==> config.mk <==
export PLATFORM = sky130hd
export DESIGN_NAME = psc_regs
export DESIGN_NICKNAME = d
export VERILOG_FILES = /design/src/psc_pkg.sv /design/src/psc_regs.sv
export SDC_FILE = /design/constraint.sdc
export NUM_CORES = 1
export LEC_CHECK = 0
export BUFFER_PORTS_ARGS = -buffer_cell sky130_fd_sc_hd__buf_2
export CORE_MARGIN = 10
export CORE_UTILIZATION = 36
export DETAILED_ROUTE_END_ITERATION = 8
export PLACE_DENSITY_LB_ADDON = 0.25
export SYNTH_ARGS = -nofsm -noshare
export SYNTH_HDL_FRONTEND = slang
export SYNTH_SLANG_ARGS = --single-unit
==> constraint.sdc <==
create_clock -name i_clk -period 2.1 [get_ports i_clk]
set_input_delay 0.315 -clock i_clk [delete_from_list [all_inputs] [get_ports i_clk]]
set_output_delay 0.315 -clock i_clk [all_outputs]
set_load 0.05 [all_outputs]
==> src/psc_pkg.sv <==
/*
  psc_pkg: shared constants for the command-code register bank of a
  multi-phase buck controller: command codes, bit positions, strap codes,
  slew-rate table and strap decoders.
  Assumes: strap inputs arrive already converted to small codes by the
  resistor-sense front end; command codes are I2C command bytes.
*/
`default_nettype none
package psc_pkg;
  // command codes
  localparam logic [7:0] PSC_CMD_CLEAR = 8'h03;
  localparam logic [7:0] PSC_CMD_WORD = 8'h79;
  localparam logic [7:0] PSC_CMD_VOLT_ST = 8'h7a;
  localparam logic [7:0] PSC_CMD_CURR_ST = 8'h7b;
  localparam logic [7:0] PSC_CMD_COMM_ST = 8'h7e;
  localparam logic [7:0] PSC_CMD_MON_ST = 8'h80;
  localparam logic [7:0] PSC_CMD_VREAD = 8'h8b;
  localparam logic [7:0] PSC_CMD_IREAD = 8'h8c;
  localparam logic [7:0] PSC_CMD_MAKER = 8'h99;
  localparam logic [7:0] PSC_CMD_MODEL = 8'h9a;
  localparam logic [7:0] PSC_CMD_REV = 8'h9b;
  localparam logic [7:0] PSC_CMD_LOCKRST = 8'hd0;
  localparam logic [7:0] PSC_CMD_SLEW = 8'hd6;
  localparam logic [7:0] PSC_CMD_IMAXRD = 8'hdd;
  localparam logic [7:0] PSC_CMD_MASK = 8'hf9;
  // power-on values
  localparam logic [7:0] PSC_MASK_POR = 8'h00;
  localparam logic [7:0] PSC_MON_ST_VALUE = 8'h00;
  // fault input vector positions
  localparam int PSC_FI_OV = 0;
  localparam int PSC_FI_UV = 1;
  localparam int PSC_FI_OC = 2;
  localparam int PSC_FI_TEMP = 3;
  localparam int PSC_FI_BUSY = 4;
  localparam int PSC_FI_OFF = 5;
  localparam int PSC_FI_OTHER = 6;
  localparam int PSC_FI_PG = 7;
  // status bit positions
  localparam int PSC_VOLT_OV_BIT = 7;
  localparam int PSC_VOLT_UV_BIT = 4;
  localparam int PSC_CURR_OC_BIT = 7;
  localparam int PSC_COMM_OTHER_BIT = 1;
  localparam int PSC_LOW_BUSY_BIT = 7;
  localparam int PSC_LOW_OFF_BIT = 6;
  localparam int PSC_LOW_TEMP_BIT = 2;
  localparam int PSC_LOW_OTHER_BIT = 0;
  // lock/reset and slew field
  localparam int PSC_LOCK_BIT = 0;
  localparam int PSC_SRST_BIT = 1;
  localparam int PSC_SLEW_LSB = 5;
  // alert mask bits
  localparam int PSC_M_VOLT = 7;
  localparam int PSC_M_CURR = 6;
  localparam int PSC_M_OV = 5;
  localparam int PSC_M_UV = 4;
  localparam int PSC_M_OC = 3;
  localparam int PSC_M_TEMP = 2;
  localparam int PSC_M_COMM = 1;
  // strap settle delay, cycles after reset release
  localparam logic [1:0] PSC_STRAP_SETTLE = 2'h3;
  // slew rate per code, microvolts per microsecond
  localparam logic [14:0] PSC_SLEW_UV [0:7] = '{15'h007d, 15'h00fa, 15'h01f4, 15'h03e8,
                                                 15'h07d0, 15'h0fa0, 15'h1f40, 15'h3e80};
  // phase strap codes
  typedef enum logic [2:0] {
    PSC_PH_FLOAT = 3'h0, PSC_PH_GND = 3'h1, PSC_PH_33K = 3'h2, PSC_PH_13K = 3'h3, PSC_PH_5K1 = 3'h4
  } psc_phase_t;
  // protection strap codes
  typedef enum logic [2:0] {
    PSC_PM_FLOAT = 3'h0, PSC_PM_33K = 3'h1, PSC_PM_20K = 3'h2, PSC_PM_13K = 3'h3,
    PSC_PM_8K2 = 3'h4, PSC_PM_5K1 = 3'h5, PSC_PM_2K7 = 3'h6, PSC_PM_GND = 3'h7
  } psc_prot_t;
  // i2c slave states
  typedef enum logic [3:0] {
    PSC_IDLE = 4'h0, PSC_ADDR = 4'h1, PSC_ADDR_ACK = 4'h2, PSC_CMD = 4'h3, PSC_CMD_ACK = 4'h4,
    PSC_WDATA = 4'h5, PSC_WDATA_ACK = 4'h6, PSC_RDATA = 4'h7, PSC_RDATA_ACK = 4'h8
  } psc_state_t;

  // phase strap to phase enables; unknown codes act as float
  function automatic logic [5:0] psc_phase_decode(input logic [2:0] code);
    logic [5:0] en;
    en = 6'h3f;
    case (code)
      PSC_PH_GND: en = 6'h0f;
      PSC_PH_33K: en = 6'h07;
      PSC_PH_13K: en = 6'h03;
      PSC_PH_5K1: en = 6'h01;
      default: en = 6'h3f;
    endcase
    return en;
  endfunction

  // protection strap to {oc/uv enable, oc/uv latch, temp latch}
  function automatic logic [2:0] psc_prot_decode(input logic [2:0] code);
    logic [2:0] m;
    m = 3'h0;
    case (code)
      PSC_PM_FLOAT: m = 3'h4;
      PSC_PM_33K: m = 3'h5;
      PSC_PM_20K: m = 3'h6;
      PSC_PM_13K: m = 3'h7;
      PSC_PM_8K2: m = 3'h1;
      PSC_PM_5K1: m = 3'h1;
      default: m = 3'h0;
    endcase
    return m;
  endfunction
endpackage
`default_nettype wire

==> src/psc_regs.sv <==
/*
  psc_regs: I2C command-code register bank with fault status, readbacks,
  identity, lock/soft reset, slew field, alert mask and strap decoding.
  Assumes: scl/sda/fault pins/straps are asynchronous and synchronised here;
  measurement inputs come from logic on i_clk; sda is open drain outside.
*/
`default_nettype none
module psc_regs
  import psc_pkg::*;
#(
  parameter logic [6:0] DEV_ADDR = 7'h40,      // bus address
  parameter logic [7:0] MAKER_CODE = 8'h5c,    // arbitrary value
  parameter logic [15:0] MODEL_CODE = 16'h0b0e, // arbitrary value
  parameter logic [7:0] REV_CODE = 8'h03       // arbitrary value
)
(
  // clock and reset
  input wire logic i_clk,
  input wire logic i_rst_n,
  // i2c pins
  input wire logic i_scl,
  input wire logic i_sda,
  output logic o_sda_out,
  output logic o_sda_oe,
  output logic o_alert_n,
  // fault sources
  input wire logic i_overvoltage_flag,
  input wire logic i_undervoltage_flag,
  input wire logic i_overcurrent_flag,
  input wire logic i_overtemp_flag,
  input wire logic i_busy_fault,
  input wire logic i_not_switching,
  input wire logic i_other_fault,
  input wire logic i_power_good_output,
  // measurements
  input wire logic [7:0] i_voltage_code,
  input wire logic [10:0] i_iout_amps,
  // straps
  input wire logic [2:0] i_phase_strap,
  input wire logic [2:0] i_protection_mode_strap,
  input wire logic [2:0] i_soft_start_strap,
  input wire logic [7:0] i_current_limit_strap,
  // decoded controls
  output logic o_straps_valid,
  output logic [5:0] o_phase_enable,
  output logic o_protection_enable,
  output logic o_protection_latch,
  output logic o_overtemp_latch,
  output logic [2:0] o_slew_code,
  output logic [14:0] o_slew_uv_per_us,
  output logic o_lock
);

  // whole module state
  typedef struct packed {
    logic [1:0] scl_sy;      // scl synchroniser
    logic [1:0] sda_sy;      // sda synchroniser
    logic scl_d;             // delayed synced scl
    logic sda_d;             // delayed synced sda
    logic [7:0] flt_sy1;     // fault pin first stage
    logic [7:0] flt_sy2;     // fault pin second stage
    logic [2:0] ph_sy1;
    logic [2:0] ph_sy2;
    logic [2:0] pm_sy1;
    logic [2:0] pm_sy2;
    logic [2:0] ss_sy1;
    logic [2:0] ss_sy2;
    logic [7:0] im_sy1;
    logic [7:0] im_sy2;
    logic [1:0] start_cnt;   // strap settle counter
    logic captured;          // straps taken
    logic [5:0] phase_en;
    logic [2:0] prot;        // enable, latch, temp latch
    logic [2:0] ss_code;     // soft-start strap code
    logic [7:0] current_limit_strap;        // max current, amperes
    psc_state_t st;
    logic [3:0] bitcnt;
    logic [7:0] sh;          // shift register, rx and tx
    logic rw;
    logic [7:0] cmd;
    logic [1:0] bidx;        // byte index within a read or a write
    logic sda_oe;
    logic ack_ok;            // host acked last read byte
    logic [7:0] volt_st;
    logic [7:0] curr_st;
    logic [7:0] comm_st;
    logic [7:0] low_st;      // sticky busy, off, temp, other
    logic lock;
    logic [2:0] slew;
    logic [14:0] slew_uv;
    logic [7:0] mask;
    logic alert;
  } psc_regs_t;

  psc_regs_t r;
  psc_regs_t n;
  logic [15:0] status_word;  // assembled summary word
  logic [15:0] rd_word;      // read value of current command
  logic rd_hit;              // command is readable
  logic clr_fire;            // clear-faults this cycle
  logic srst_fire;           // soft reset this cycle
  logic alert_any;           // unmasked sticky fault other than off present

  // summary word from sticky status and live power good
  assign status_word[7] = r.low_st[PSC_LOW_BUSY_BIT];
  assign status_word[6] = r.low_st[PSC_LOW_OFF_BIT];
  assign status_word[5] = r.volt_st[PSC_VOLT_OV_BIT];
  assign status_word[4] = r.curr_st[PSC_CURR_OC_BIT];
  assign status_word[3] = 1'b0;
  assign status_word[2] = r.low_st[PSC_LOW_TEMP_BIT];
  assign status_word[1] = |r.comm_st;
  assign status_word[0] = r.low_st[PSC_LOW_OTHER_BIT];
  assign status_word[15] = |r.volt_st;
  assign status_word[14] = |r.curr_st;
  assign status_word[13:12] = 2'h0;
  assign status_word[11] = ~r.flt_sy2[PSC_FI_PG];
  assign status_word[10:8] = 3'h0;

  // read decode by command code
  always_comb
  begin
    rd_word = 16'h0000;
    rd_hit = 1'b1;
    if (r.cmd == PSC_CMD_WORD)
      rd_word = status_word;
    else if (r.cmd == PSC_CMD_VOLT_ST)
      rd_word = {8'h00, r.volt_st};
    else if (r.cmd == PSC_CMD_CURR_ST)
      rd_word = {8'h00, r.curr_st};
    else if (r.cmd == PSC_CMD_COMM_ST)
      rd_word = {8'h00, r.comm_st};
    else if (r.cmd == PSC_CMD_MON_ST)
      rd_word = {8'h00, PSC_MON_ST_VALUE};
    else if (r.cmd == PSC_CMD_VREAD)
      rd_word = {8'h00, i_voltage_code};
    else if (r.cmd == PSC_CMD_IREAD)
      rd_word = {5'h00, i_iout_amps};
    else if (r.cmd == PSC_CMD_MAKER)
      rd_word = {8'h00, MAKER_CODE};
    else if (r.cmd == PSC_CMD_MODEL)
      rd_word = MODEL_CODE;
    else if (r.cmd == PSC_CMD_REV)
      rd_word = {8'h00, REV_CODE};
    else if (r.cmd == PSC_CMD_LOCKRST)
      rd_word = {15'h0000, r.lock};
    else if (r.cmd == PSC_CMD_SLEW)
      rd_word = {8'h00, r.slew, 5'h00};
    else if (r.cmd == PSC_CMD_IMAXRD)
      rd_word = {8'h00, r.current_limit_strap};
    else if (r.cmd == PSC_CMD_MASK)
      rd_word = {8'h00, r.mask};
    else
      rd_hit = 1'b0;
  end

  // next state: i2c slave, writes, status, straps, alert
  always_comb
  begin
    logic scl_rise;
    logic scl_fall;
    logic start_c;
    logic stop_c;
    logic comm_err;
    logic [1:0] idx;
    logic [7:0] tx;
    scl_rise = 1'b0;
    scl_fall = 1'b0;
    start_c = 1'b0;
    stop_c = 1'b0;
    comm_err = 1'b0;
    idx = 2'h0;
    tx = 8'h00;
    n = r;
    clr_fire = 1'b0;
    srst_fire = 1'b0;
    // synchronisers
    n.scl_sy = {r.scl_sy[0], i_scl};
    n.sda_sy = {r.sda_sy[0], i_sda};
    n.scl_d = r.scl_sy[1];
    n.sda_d = r.sda_sy[1];
    n.flt_sy1 = {i_power_good_output, i_other_fault, i_not_switching, i_busy_fault,
                 i_overtemp_flag, i_overcurrent_flag, i_undervoltage_flag, i_overvoltage_flag};
    n.flt_sy2 = r.flt_sy1;
    n.ph_sy1 = i_phase_strap;
    n.ph_sy2 = r.ph_sy1;
    n.pm_sy1 = i_protection_mode_strap;
    n.pm_sy2 = r.pm_sy1;
    n.ss_sy1 = i_soft_start_strap;
    n.ss_sy2 = r.ss_sy1;
    n.im_sy1 = i_current_limit_strap;
    n.im_sy2 = r.im_sy1;
    scl_rise = r.scl_sy[1] & ~r.scl_d;
    scl_fall = ~r.scl_sy[1] & r.scl_d;
    start_c = r.scl_sy[1] & r.scl_d & r.sda_d & ~r.sda_sy[1];
    stop_c = r.scl_sy[1] & r.scl_d & ~r.sda_d & r.sda_sy[1];
    // bus conditions override any state
    if (start_c)
    begin
      n.st = PSC_ADDR;
      n.bitcnt = 4'h0;
      n.sda_oe = 1'b0;
    end
    else if (stop_c)
    begin
      n.st = PSC_IDLE;
      n.sda_oe = 1'b0;
    end
    else
    begin
      case (r.st)
        // shift in address byte
        PSC_ADDR:
        begin
          if (scl_rise)
          begin
            n.sh = {r.sh[6:0], r.sda_sy[1]};
            n.bitcnt = r.bitcnt + 4'h1;
          end
          else if (scl_fall && r.bitcnt == 4'h8)
          begin
            if (r.sh[7:1] == DEV_ADDR)
            begin
              n.rw = r.sh[0];
              n.sda_oe = 1'b1;
              n.st = PSC_ADDR_ACK;
            end
            else
              n.st = PSC_IDLE;
          end
        end
        // release ack, start read or take command
        PSC_ADDR_ACK:
        begin
          if (scl_fall)
          begin
            n.bitcnt = 4'h0;
            if (r.rw)
            begin
              n.bidx = 2'h0;
              tx = rd_word[7:0];
              comm_err = ~rd_hit;
              n.sh = tx;
              n.sda_oe = ~tx[7];
              n.st = PSC_RDATA;
            end
            else
            begin
              n.sda_oe = 1'b0;
              n.st = PSC_CMD;
            end
          end
        end
        // command byte
        PSC_CMD:
        begin
          if (scl_rise)
          begin
            n.sh = {r.sh[6:0], r.sda_sy[1]};
            n.bitcnt = r.bitcnt + 4'h1;
          end
          else if (scl_fall && r.bitcnt == 4'h8)
          begin
            n.cmd = r.sh;
            n.bidx = 2'h0;
            n.sda_oe = 1'b1;
            n.st = PSC_CMD_ACK;
            clr_fire = (r.sh == PSC_CMD_CLEAR);
          end
        end
        // ack phases of written bytes
        PSC_CMD_ACK, PSC_WDATA_ACK:
        begin
          if (scl_fall)
          begin
            n.sda_oe = 1'b0;
            n.bitcnt = 4'h0;
            n.st = PSC_WDATA;
          end
        end
        // data byte; only the first one of a write counts
        PSC_WDATA:
        begin
          if (scl_rise)
          begin
            n.sh = {r.sh[6:0], r.sda_sy[1]};
            n.bitcnt = r.bitcnt + 4'h1;
          end
          else if (scl_fall && r.bitcnt == 4'h8)
          begin
            n.sda_oe = 1'b1;
            n.st = PSC_WDATA_ACK;
            if (r.bidx == 2'h0)
            begin
              n.bidx = 2'h1;
              if (r.cmd == PSC_CMD_LOCKRST)
              begin
                // whole register ignored once locked
                if (!r.lock)
                begin
                  srst_fire = r.sh[PSC_SRST_BIT];
                  n.lock = r.sh[PSC_LOCK_BIT];
                end
              end
              else if (r.cmd == PSC_CMD_SLEW)
              begin
                if (!r.lock)
                  n.slew = r.sh[7:PSC_SLEW_LSB];
              end
              else if (r.cmd == PSC_CMD_MASK)
              begin
                if (!r.lock)
                  n.mask = r.sh;
              end
              else
                comm_err = 1'b1;
            end
          end
        end
        // drive read bits msb first, changing on scl low
        PSC_RDATA:
        begin
          if (scl_rise)
            n.bitcnt = r.bitcnt + 4'h1;
          else if (scl_fall)
          begin
            if (r.bitcnt == 4'h8)
            begin
              n.sda_oe = 1'b0;
              n.st = PSC_RDATA_ACK;
            end
            else
            begin
              n.sh = {r.sh[6:0], 1'b0};
              n.sda_oe = ~r.sh[6];
            end
          end
        end
        // host ack decides whether another byte follows
        PSC_RDATA_ACK:
        begin
          if (scl_rise)
            n.ack_ok = ~r.sda_sy[1];
          else if (scl_fall)
          begin
            if (r.ack_ok)
            begin
              idx = (r.bidx == 2'h3) ? r.bidx : r.bidx + 2'h1;
              tx = (idx == 2'h1) ? rd_word[15:8] : 8'h00;
              n.bidx = idx;
              n.sh = tx;
              n.sda_oe = ~tx[7];
              n.bitcnt = 4'h0;
              n.st = PSC_RDATA;
            end
            else
              n.st = PSC_IDLE;
          end
        end
        default:
          n.st = PSC_IDLE;
      endcase
    end
    // strap capture once the synchronisers have settled
    if (r.start_cnt != PSC_STRAP_SETTLE)
      n.start_cnt = r.start_cnt + 2'h1;
    else if (!r.captured)
    begin
      n.captured = 1'b1;
      n.phase_en = psc_phase_decode(r.ph_sy2);
      n.prot = psc_prot_decode(r.pm_sy2);
      n.ss_code = r.ss_sy2;
      n.slew = r.ss_sy2;
      n.current_limit_strap = r.im_sy2;
    end
    // soft reset: power-on values, slew back to soft-start rate
    if (srst_fire)
    begin
      n.mask = PSC_MASK_POR;
      n.slew = r.ss_code;
    end
    // clearing first, so a fault in the same cycle still sets
    if (srst_fire || clr_fire)
    begin
      n.volt_st = 8'h00;
      n.curr_st = 8'h00;
      n.comm_st = 8'h00;
      n.low_st = 8'h00;
    end
    n.volt_st[PSC_VOLT_OV_BIT] = n.volt_st[PSC_VOLT_OV_BIT] | r.flt_sy2[PSC_FI_OV];
    n.volt_st[PSC_VOLT_UV_BIT] = n.volt_st[PSC_VOLT_UV_BIT] | r.flt_sy2[PSC_FI_UV];
    n.curr_st[PSC_CURR_OC_BIT] = n.curr_st[PSC_CURR_OC_BIT] | r.flt_sy2[PSC_FI_OC];
    n.comm_st[PSC_COMM_OTHER_BIT] = n.comm_st[PSC_COMM_OTHER_BIT] | comm_err;
    n.low_st[PSC_LOW_BUSY_BIT] = n.low_st[PSC_LOW_BUSY_BIT] | r.flt_sy2[PSC_FI_BUSY];
    n.low_st[PSC_LOW_OFF_BIT] = n.low_st[PSC_LOW_OFF_BIT] | r.flt_sy2[PSC_FI_OFF];
    n.low_st[PSC_LOW_TEMP_BIT] = n.low_st[PSC_LOW_TEMP_BIT] | r.flt_sy2[PSC_FI_TEMP];
    n.low_st[PSC_LOW_OTHER_BIT] = n.low_st[PSC_LOW_OTHER_BIT] | r.flt_sy2[PSC_FI_OTHER];
    // alert from unmasked sticky faults other than off
    alert_any = (~r.mask[PSC_M_VOLT] & ((r.volt_st[PSC_VOLT_OV_BIT] & ~r.mask[PSC_M_OV]) |
                                        (r.volt_st[PSC_VOLT_UV_BIT] & ~r.mask[PSC_M_UV]))) |
                (~r.mask[PSC_M_CURR] & r.curr_st[PSC_CURR_OC_BIT] & ~r.mask[PSC_M_OC]) |
                (r.low_st[PSC_LOW_TEMP_BIT] & ~r.mask[PSC_M_TEMP]) |
                (~r.mask[PSC_M_COMM] & (|r.comm_st)) |
                r.low_st[PSC_LOW_BUSY_BIT] | r.low_st[PSC_LOW_OTHER_BIT];
    n.alert = alert_any;
    n.slew_uv = PSC_SLEW_UV[n.slew];
  end

  // state register
  always_ff @(posedge i_clk or negedge i_rst_n)
  begin
    if (!i_rst_n)
      r <= '0;
    else
      r <= n;
  end

  // outputs straight from state, except sda data tied low
  assign o_sda_out = 1'b0;
  assign o_sda_oe = r.sda_oe;
  assign o_alert_n = ~r.alert;
  assign o_straps_valid = r.captured;
  assign o_phase_enable = r.phase_en;
  assign o_protection_enable = r.prot[2];
  assign o_protection_latch = r.prot[1];
  assign o_overtemp_latch = r.prot[0];
  assign o_slew_code = r.slew;
  assign o_slew_uv_per_us = r.slew_uv;
  assign o_lock = r.lock;
endmodule
`default_nettype wire

======== Word level (Yosys, flattened, before mapping) ========
Memory sizes are Yosys's and may differ from the RTL's. A register that Yosys moved wholly into a read port is not among the register bits.
Cells that the tools add are included.
W data, S select, Z words.
word-level totals
  bits in registers ....................... 129
  bits in latches ......................... 0
  RAM bits ................................ 0
  bits in read-only memories .............. 120
  input bits .............................. 48
  output and inout port bits .............. 32
  logic and storage cells ................. 336
  memories kept ........................... 1
memories
  memory           depth  bits a word  read ports  clocked after memory_dff  write ports  line             text
  (no name shown)  8      15           1           1                         0            psc_regs.sv:405  n.slew_uv = PSC_SLEW_UV[n.slew];
operators by class
  $add $sub $neg .......................... 3
  $mul .................................... 0
  divide/modulo/power cells ............... 0
  order comparisons ....................... 0
  eq/ne operators ......................... 80
  shift operators ......................... 0
  multiplexer cells ....................... 137
  bitwise gates (word level) .............. 51
  reduce and logical (&&, ||, !) cells .... 28
operator list
  kind                  number
  $mux W8               24
  $mux W12              10
  $eq A8 B8 Y1 const B  10
  $mux W16              4
  $mux W3               20
  $ne A4 B4 Y1 const B  15
  $mux W1               52
  $mux W4               11
  $ne A2 B2 Y1 const B  20
  $eq A8 B7 Y1 const B  4
  $mux W32              1
  $pmux W8 S4           1
  $pmux W4 S7           1
  $reduce_and A13 Y1    2
  $pmux W6 S4           1
  $mux W23              1
  $mux W11              2
  $not A1 Y1            22
  $pmux W4 S5           1
  $ne A3 B3 Y1 const B  6
  $eq A4 B3 Y1 const B  4
  $pmux W3 S5           1
  $reduce_and A15 Y1    1
  $and A1 B1 Y1         14
  other kinds (39)      71

======== Longest topological paths before layout ========
  word-level depth ........................ 23
  gate-level depth with buffers ........... 11
  gate-level depth less buffers ........... 10

======== Least setup slack after synthesis ========
Ideal clock, no wire load.
  path type ............................... flip-flop to flip-flop
  start ................................... register r[81] (netlist name)
  end ..................................... register, netlist name o_slew_uv_per_us[11]
  setup time .............................. 0.119 ns
  data arrival time ....................... 1.996 ns
  data required time ...................... 1.981 ns
  path slack .............................. -0.015 ns
  stages on the path, launching flop included .. 11
  period minus slack after synthesis ...... 2.115 ns
  path through ............................ dfrtp_1 > inv_1 > ha_1 > nand3b_4 > nor4_2 > nand4_2 > mux2i_1 > a21oi_1 > a21oi_4 > inv_2 > o21a_1
RTL lines
  item                    line             text
  start, declared         psc_regs.sv:95   psc_regs_t r;
  start signal, assigned  psc_regs.sv:414  r <= n;

==> impl_metrics.toml <==
[status]
status = "finished, final reports clean"

[routing]
first_pass_iters = 5
via_count = 5490
ant_nets = 0
post_drt_wl_per_cell_um = 18.2
drt_first_iter_violations = 434
drc = 0
vias_per_cell = 5.27
routed_wl_um = 19000

[global_routing]
grt_max_degree = 57
grt_pass1_vias = 5689
grt_pass1_wl_um = 29900
grtUsageTotal_pct = 15.6
antenna_found_initial = 0
overflow = 0

[synth]
async_flop_share_pct = 100
synth_edf_count = 0
yosysWarnings = 0
synth_area_um2 = 6440
synthCells = 606
yosysSeqAreaShare_pct = 54.8
ys.flop_type = "dfrtp_1"
ys_seq_elements = 141
netlist-cell-type-count = 84
syn_area_per_cell_um2 = 10.6

[place]
post-place-ws_ns = -0.144
hpwl_um = 13800
io_buffers = 77
place_congestion = 0.897

[clock_tree]
cts_buffers = 17
cts_buffer_depth = 2
cts_sinks = 141
clkSlewWorstSetupHoldPaths_ns = 0.06
cts-root-buf = "clkbuf_16"
clkLatencyLatePin_ns = 0.43
tritoncts = "yes"
h-tree-depth = 4

[critical_path]
critPathArrivalTime_ns = 2.40
r2r-end = "o_slew_uv_per_us[8]"
cp.buffers_inverters = 0
cp.depth = 7
ff2ff_path_depth = 7
start_kind = "register"
slowest_delay_ns = 0.41
path_cells = "and4b_4 -> nand4_4 -> nor4_4 -> a311oi_2 -> a21oi_4 -> and2_4 -> a21oi_1"
path_max_fanout = 6
cp-endpoint = "o_slew_uv_per_us[8]"
critPathCaptureType = "register"
critPathSlowestCell = "and4b_4"
cp.required_ns = 2.40
critPathKind = "register to register"
r2r-start = "r[69]"
crit_path_start = "r[69]"
crit_family = "simple AND/OR/NAND/NOR gates"
ff2ff_setup_slack_ns = 0.001

[sta]
max_freq_ghz = 0.476
period_needed_ns = 2.10
hold_violations = 0
hold_slack_ns = 0.279
final-max-slew-violation-count = 0
setup_violations = 0
min_period_over_period_pct = 99.9
worst_pin_slew_ns = 0.521
clock_skew_ns = 0.0144
final.setup.worst_slack_ns = 0.00123
max-slew-margin-rel_pct = 65.3
rsz0062_at_grt = "yes"

[floorplanning]
die_w_um = 154
die_h_um = 154
fp.coreArea_um2 = 17400
ios = 80
start_util_pct = 37.0
rows = 48
die_area_um2 = 23600

[flow_run]
cap_violations = 0

[hold_path]
min-delay-path-class = "primary input to register"

[pwr]
max-vdd-ir-drop_uv = 539
combPwrFrac_pct = 14.4
p_sw_uw = 1960
p_leak_uw = 0.00403
p_seq_share_pct = 43.7
p_sw_share_pct = 28.3
p_int_uw = 4950
p_clk_share_pct = 41.9
p_per_area_nw_per_um2 = 775

[final_layout]
area_delta_synth_final_pct = 38.4
nets = 854
antennaDiodeCount = 0
drive_gt1_share_pct = 39.5
final_core_util_pct = 51.1
worst min-delay path by stage:
stage / startpoint / end / slack [ns] / cells past startpoint
floorplan: i_rst_n / n[112] / 0.02 / 0
global placement: i_rst_n / n[114] / 0.31 / 1
detailed placement: i_rst_n / n[114] / 0.32 / 1
CTS: i_iout_amps[10] / r[75] / 0.28 / 3
global route: i_iout_amps[10] / r[75] / 0.31 / 3
finish: i_iout_amps[10] / r[75] / 0.28 / 3
cells in the final DEF, fill, tap and decap left out, types with 6 or more instances in the layout:
cell,n
dfrtp_1,134
buf_4,109
nand2_1,84
buf_2,76
o21ai_0,35
nor2_1,30
dlygate4sd3_1,28
a21oi_1,23
clkbuf_16,18
inv_1,12
a21o_1,12
mux2_2,11
nand2b_1,10
o21ai_1,10
nand3_1,10
nor2_2,8
and2_1,7
a22oi_1,7
dfrtp_2,7
nor2b_1,6
clkinvlp_4,6
buf_6,6
layer usage:
layer | global-route usage (%) | routed length (um) | vias to the layer above
li1 | - | - | 2530
met5 | 0 | 0 | -
met2 | 23.8 | 8930 | 234
met3 | 3.65 | 1210 | 33
met4 | 5.49 | 299 | 0
met1 | 21.1 | 8560 | 2693
what timing repair did:
action / in CTS / in global routing
endpoints found under the hold margin: 80 / 0
setup buffers: 4 / 24
hold buffers: 28 / 0
endpoints found under the setup margin: 38 / 47
pin swaps: 7 / 44
cloned: 0 / 2
gates resized for setup: 19 / 53
synthesized netlist by cell type, drive strengths merged, types with 3 or more instances:
library cell / n / area, um^2
dfrtp: 141 / 3530
nand2: 85 / 319
o21ai: 46 / 230
nor2: 39 / 154
buf: 38 / 260
a21oi: 30 / 191
a21o: 14 / 105
inv: 14 / 52.6
and2: 12 / 80.1
mux2: 12 / 135
nand3: 12 / 60.1
clkbuf: 11 / 41.3
nand2b: 11 / 68.8
nor3: 11 / 60.1
a22oi: 10 / 80.1
nor2b: 9 / 56.3
nand4: 7 / 65.1
a221oi: 5 / 43.8
a31oi: 5 / 31.3
a32oi: 5 / 43.8
and3: 5 / 31.3
and4: 5 / 48.8
nor3b: 5 / 47.5
o211ai: 4 / 30.0
o21a: 4 / 30.0
o22ai: 4 / 25.0
or2: 4 / 27.5
a222oi: 3 / 30.0
a22o: 3 / 26.3
a311oi: 3 / 38.8
ha: 3 / 37.5
nor4: 3 / 55.1
o22a: 3 / 26.3
o31ai: 3 / 22.5
xnor2: 3 / 26.3
power groups by stage:
stage | Sequential (uW) | Clock (uW) | Combinational (uW)
global route | 3040 | 3090 | 1060
floorplan | 3070 | 0 | 413
global placement | 3040 | 0 | 873
detailed placement | 3050 | 0 | 885
CTS | 3010 | 2950 | 946
finish | 3020 | 2890 | 995
per-stage QoR:
| step | cells | setup TNS, ns | instance area, um^2 | power (uW) |
|---|---|---|---|---|
| after floorplan | 607 | 0 | 6450 | 3490 |
| after global placement | 954 | -0.744 | 7590 | 3910 |
| after detailed placement | 954 | -2.18 | 7590 | 3930 |
| after CTS | 1018 | -0.000713 | 8540 | 6910 |
| after global routing | 1041 | -0.758 | 8910 | 7190 |
| final | 1041 | 0 | 8910 | 6900 |
cell type report:
cell class | instances | area [um^2]
fill | 1576 | 8510
clock inverter | 13 | 131
clock buffer | 19 | 433
inverter | 15 | 62.6
timing repair buffer | 225 | 1670
tap | 225 | 282
sequential | 141 | 3540
multi-input combinational | 403 | 2790
cells by family after synthesis:
family | Yosys count | synth area share (%)
and+or+nand+nor | 223 | 19.3
AOI/OAI and AO/OA | 157 | 16.9
DFF | 141 | 54.8
buffers and inverters | 64 | 5.56
muxes | 13 | 2.25
xor gates and xnor gates | 4 | 0.544
adders and majority gates | 3 | 0.583
other | 1 | 0.0582
worst register-to-register path, stage by stage (launching register included):
cell,delay [ns]
dfrtp_1,0.38
and4b_4,0.41
nand4_4,0.12
nor4_4,0.37
a311oi_2,0.20
a21oi_4,0.22
and2_4,0.21
a21oi_1,0.08
state kept, by name, summed over array words and instances (netlist names):
| name | cells |
|---|---|
| o_straps_valid | 1 |
| n | 29 |
| o_sda_oe | 1 |
| o_phase_enable | 5 |
| o_slew_code | 2 |
| o_protection_enable | 1 |
| o_slew_uv_per_us | 14 |
| r | 85 |
| o_overtemp_latch | 1 |
| o_lock | 1 |
| o_protection_latch | 1 |
(Power assumes the default switching activity.)
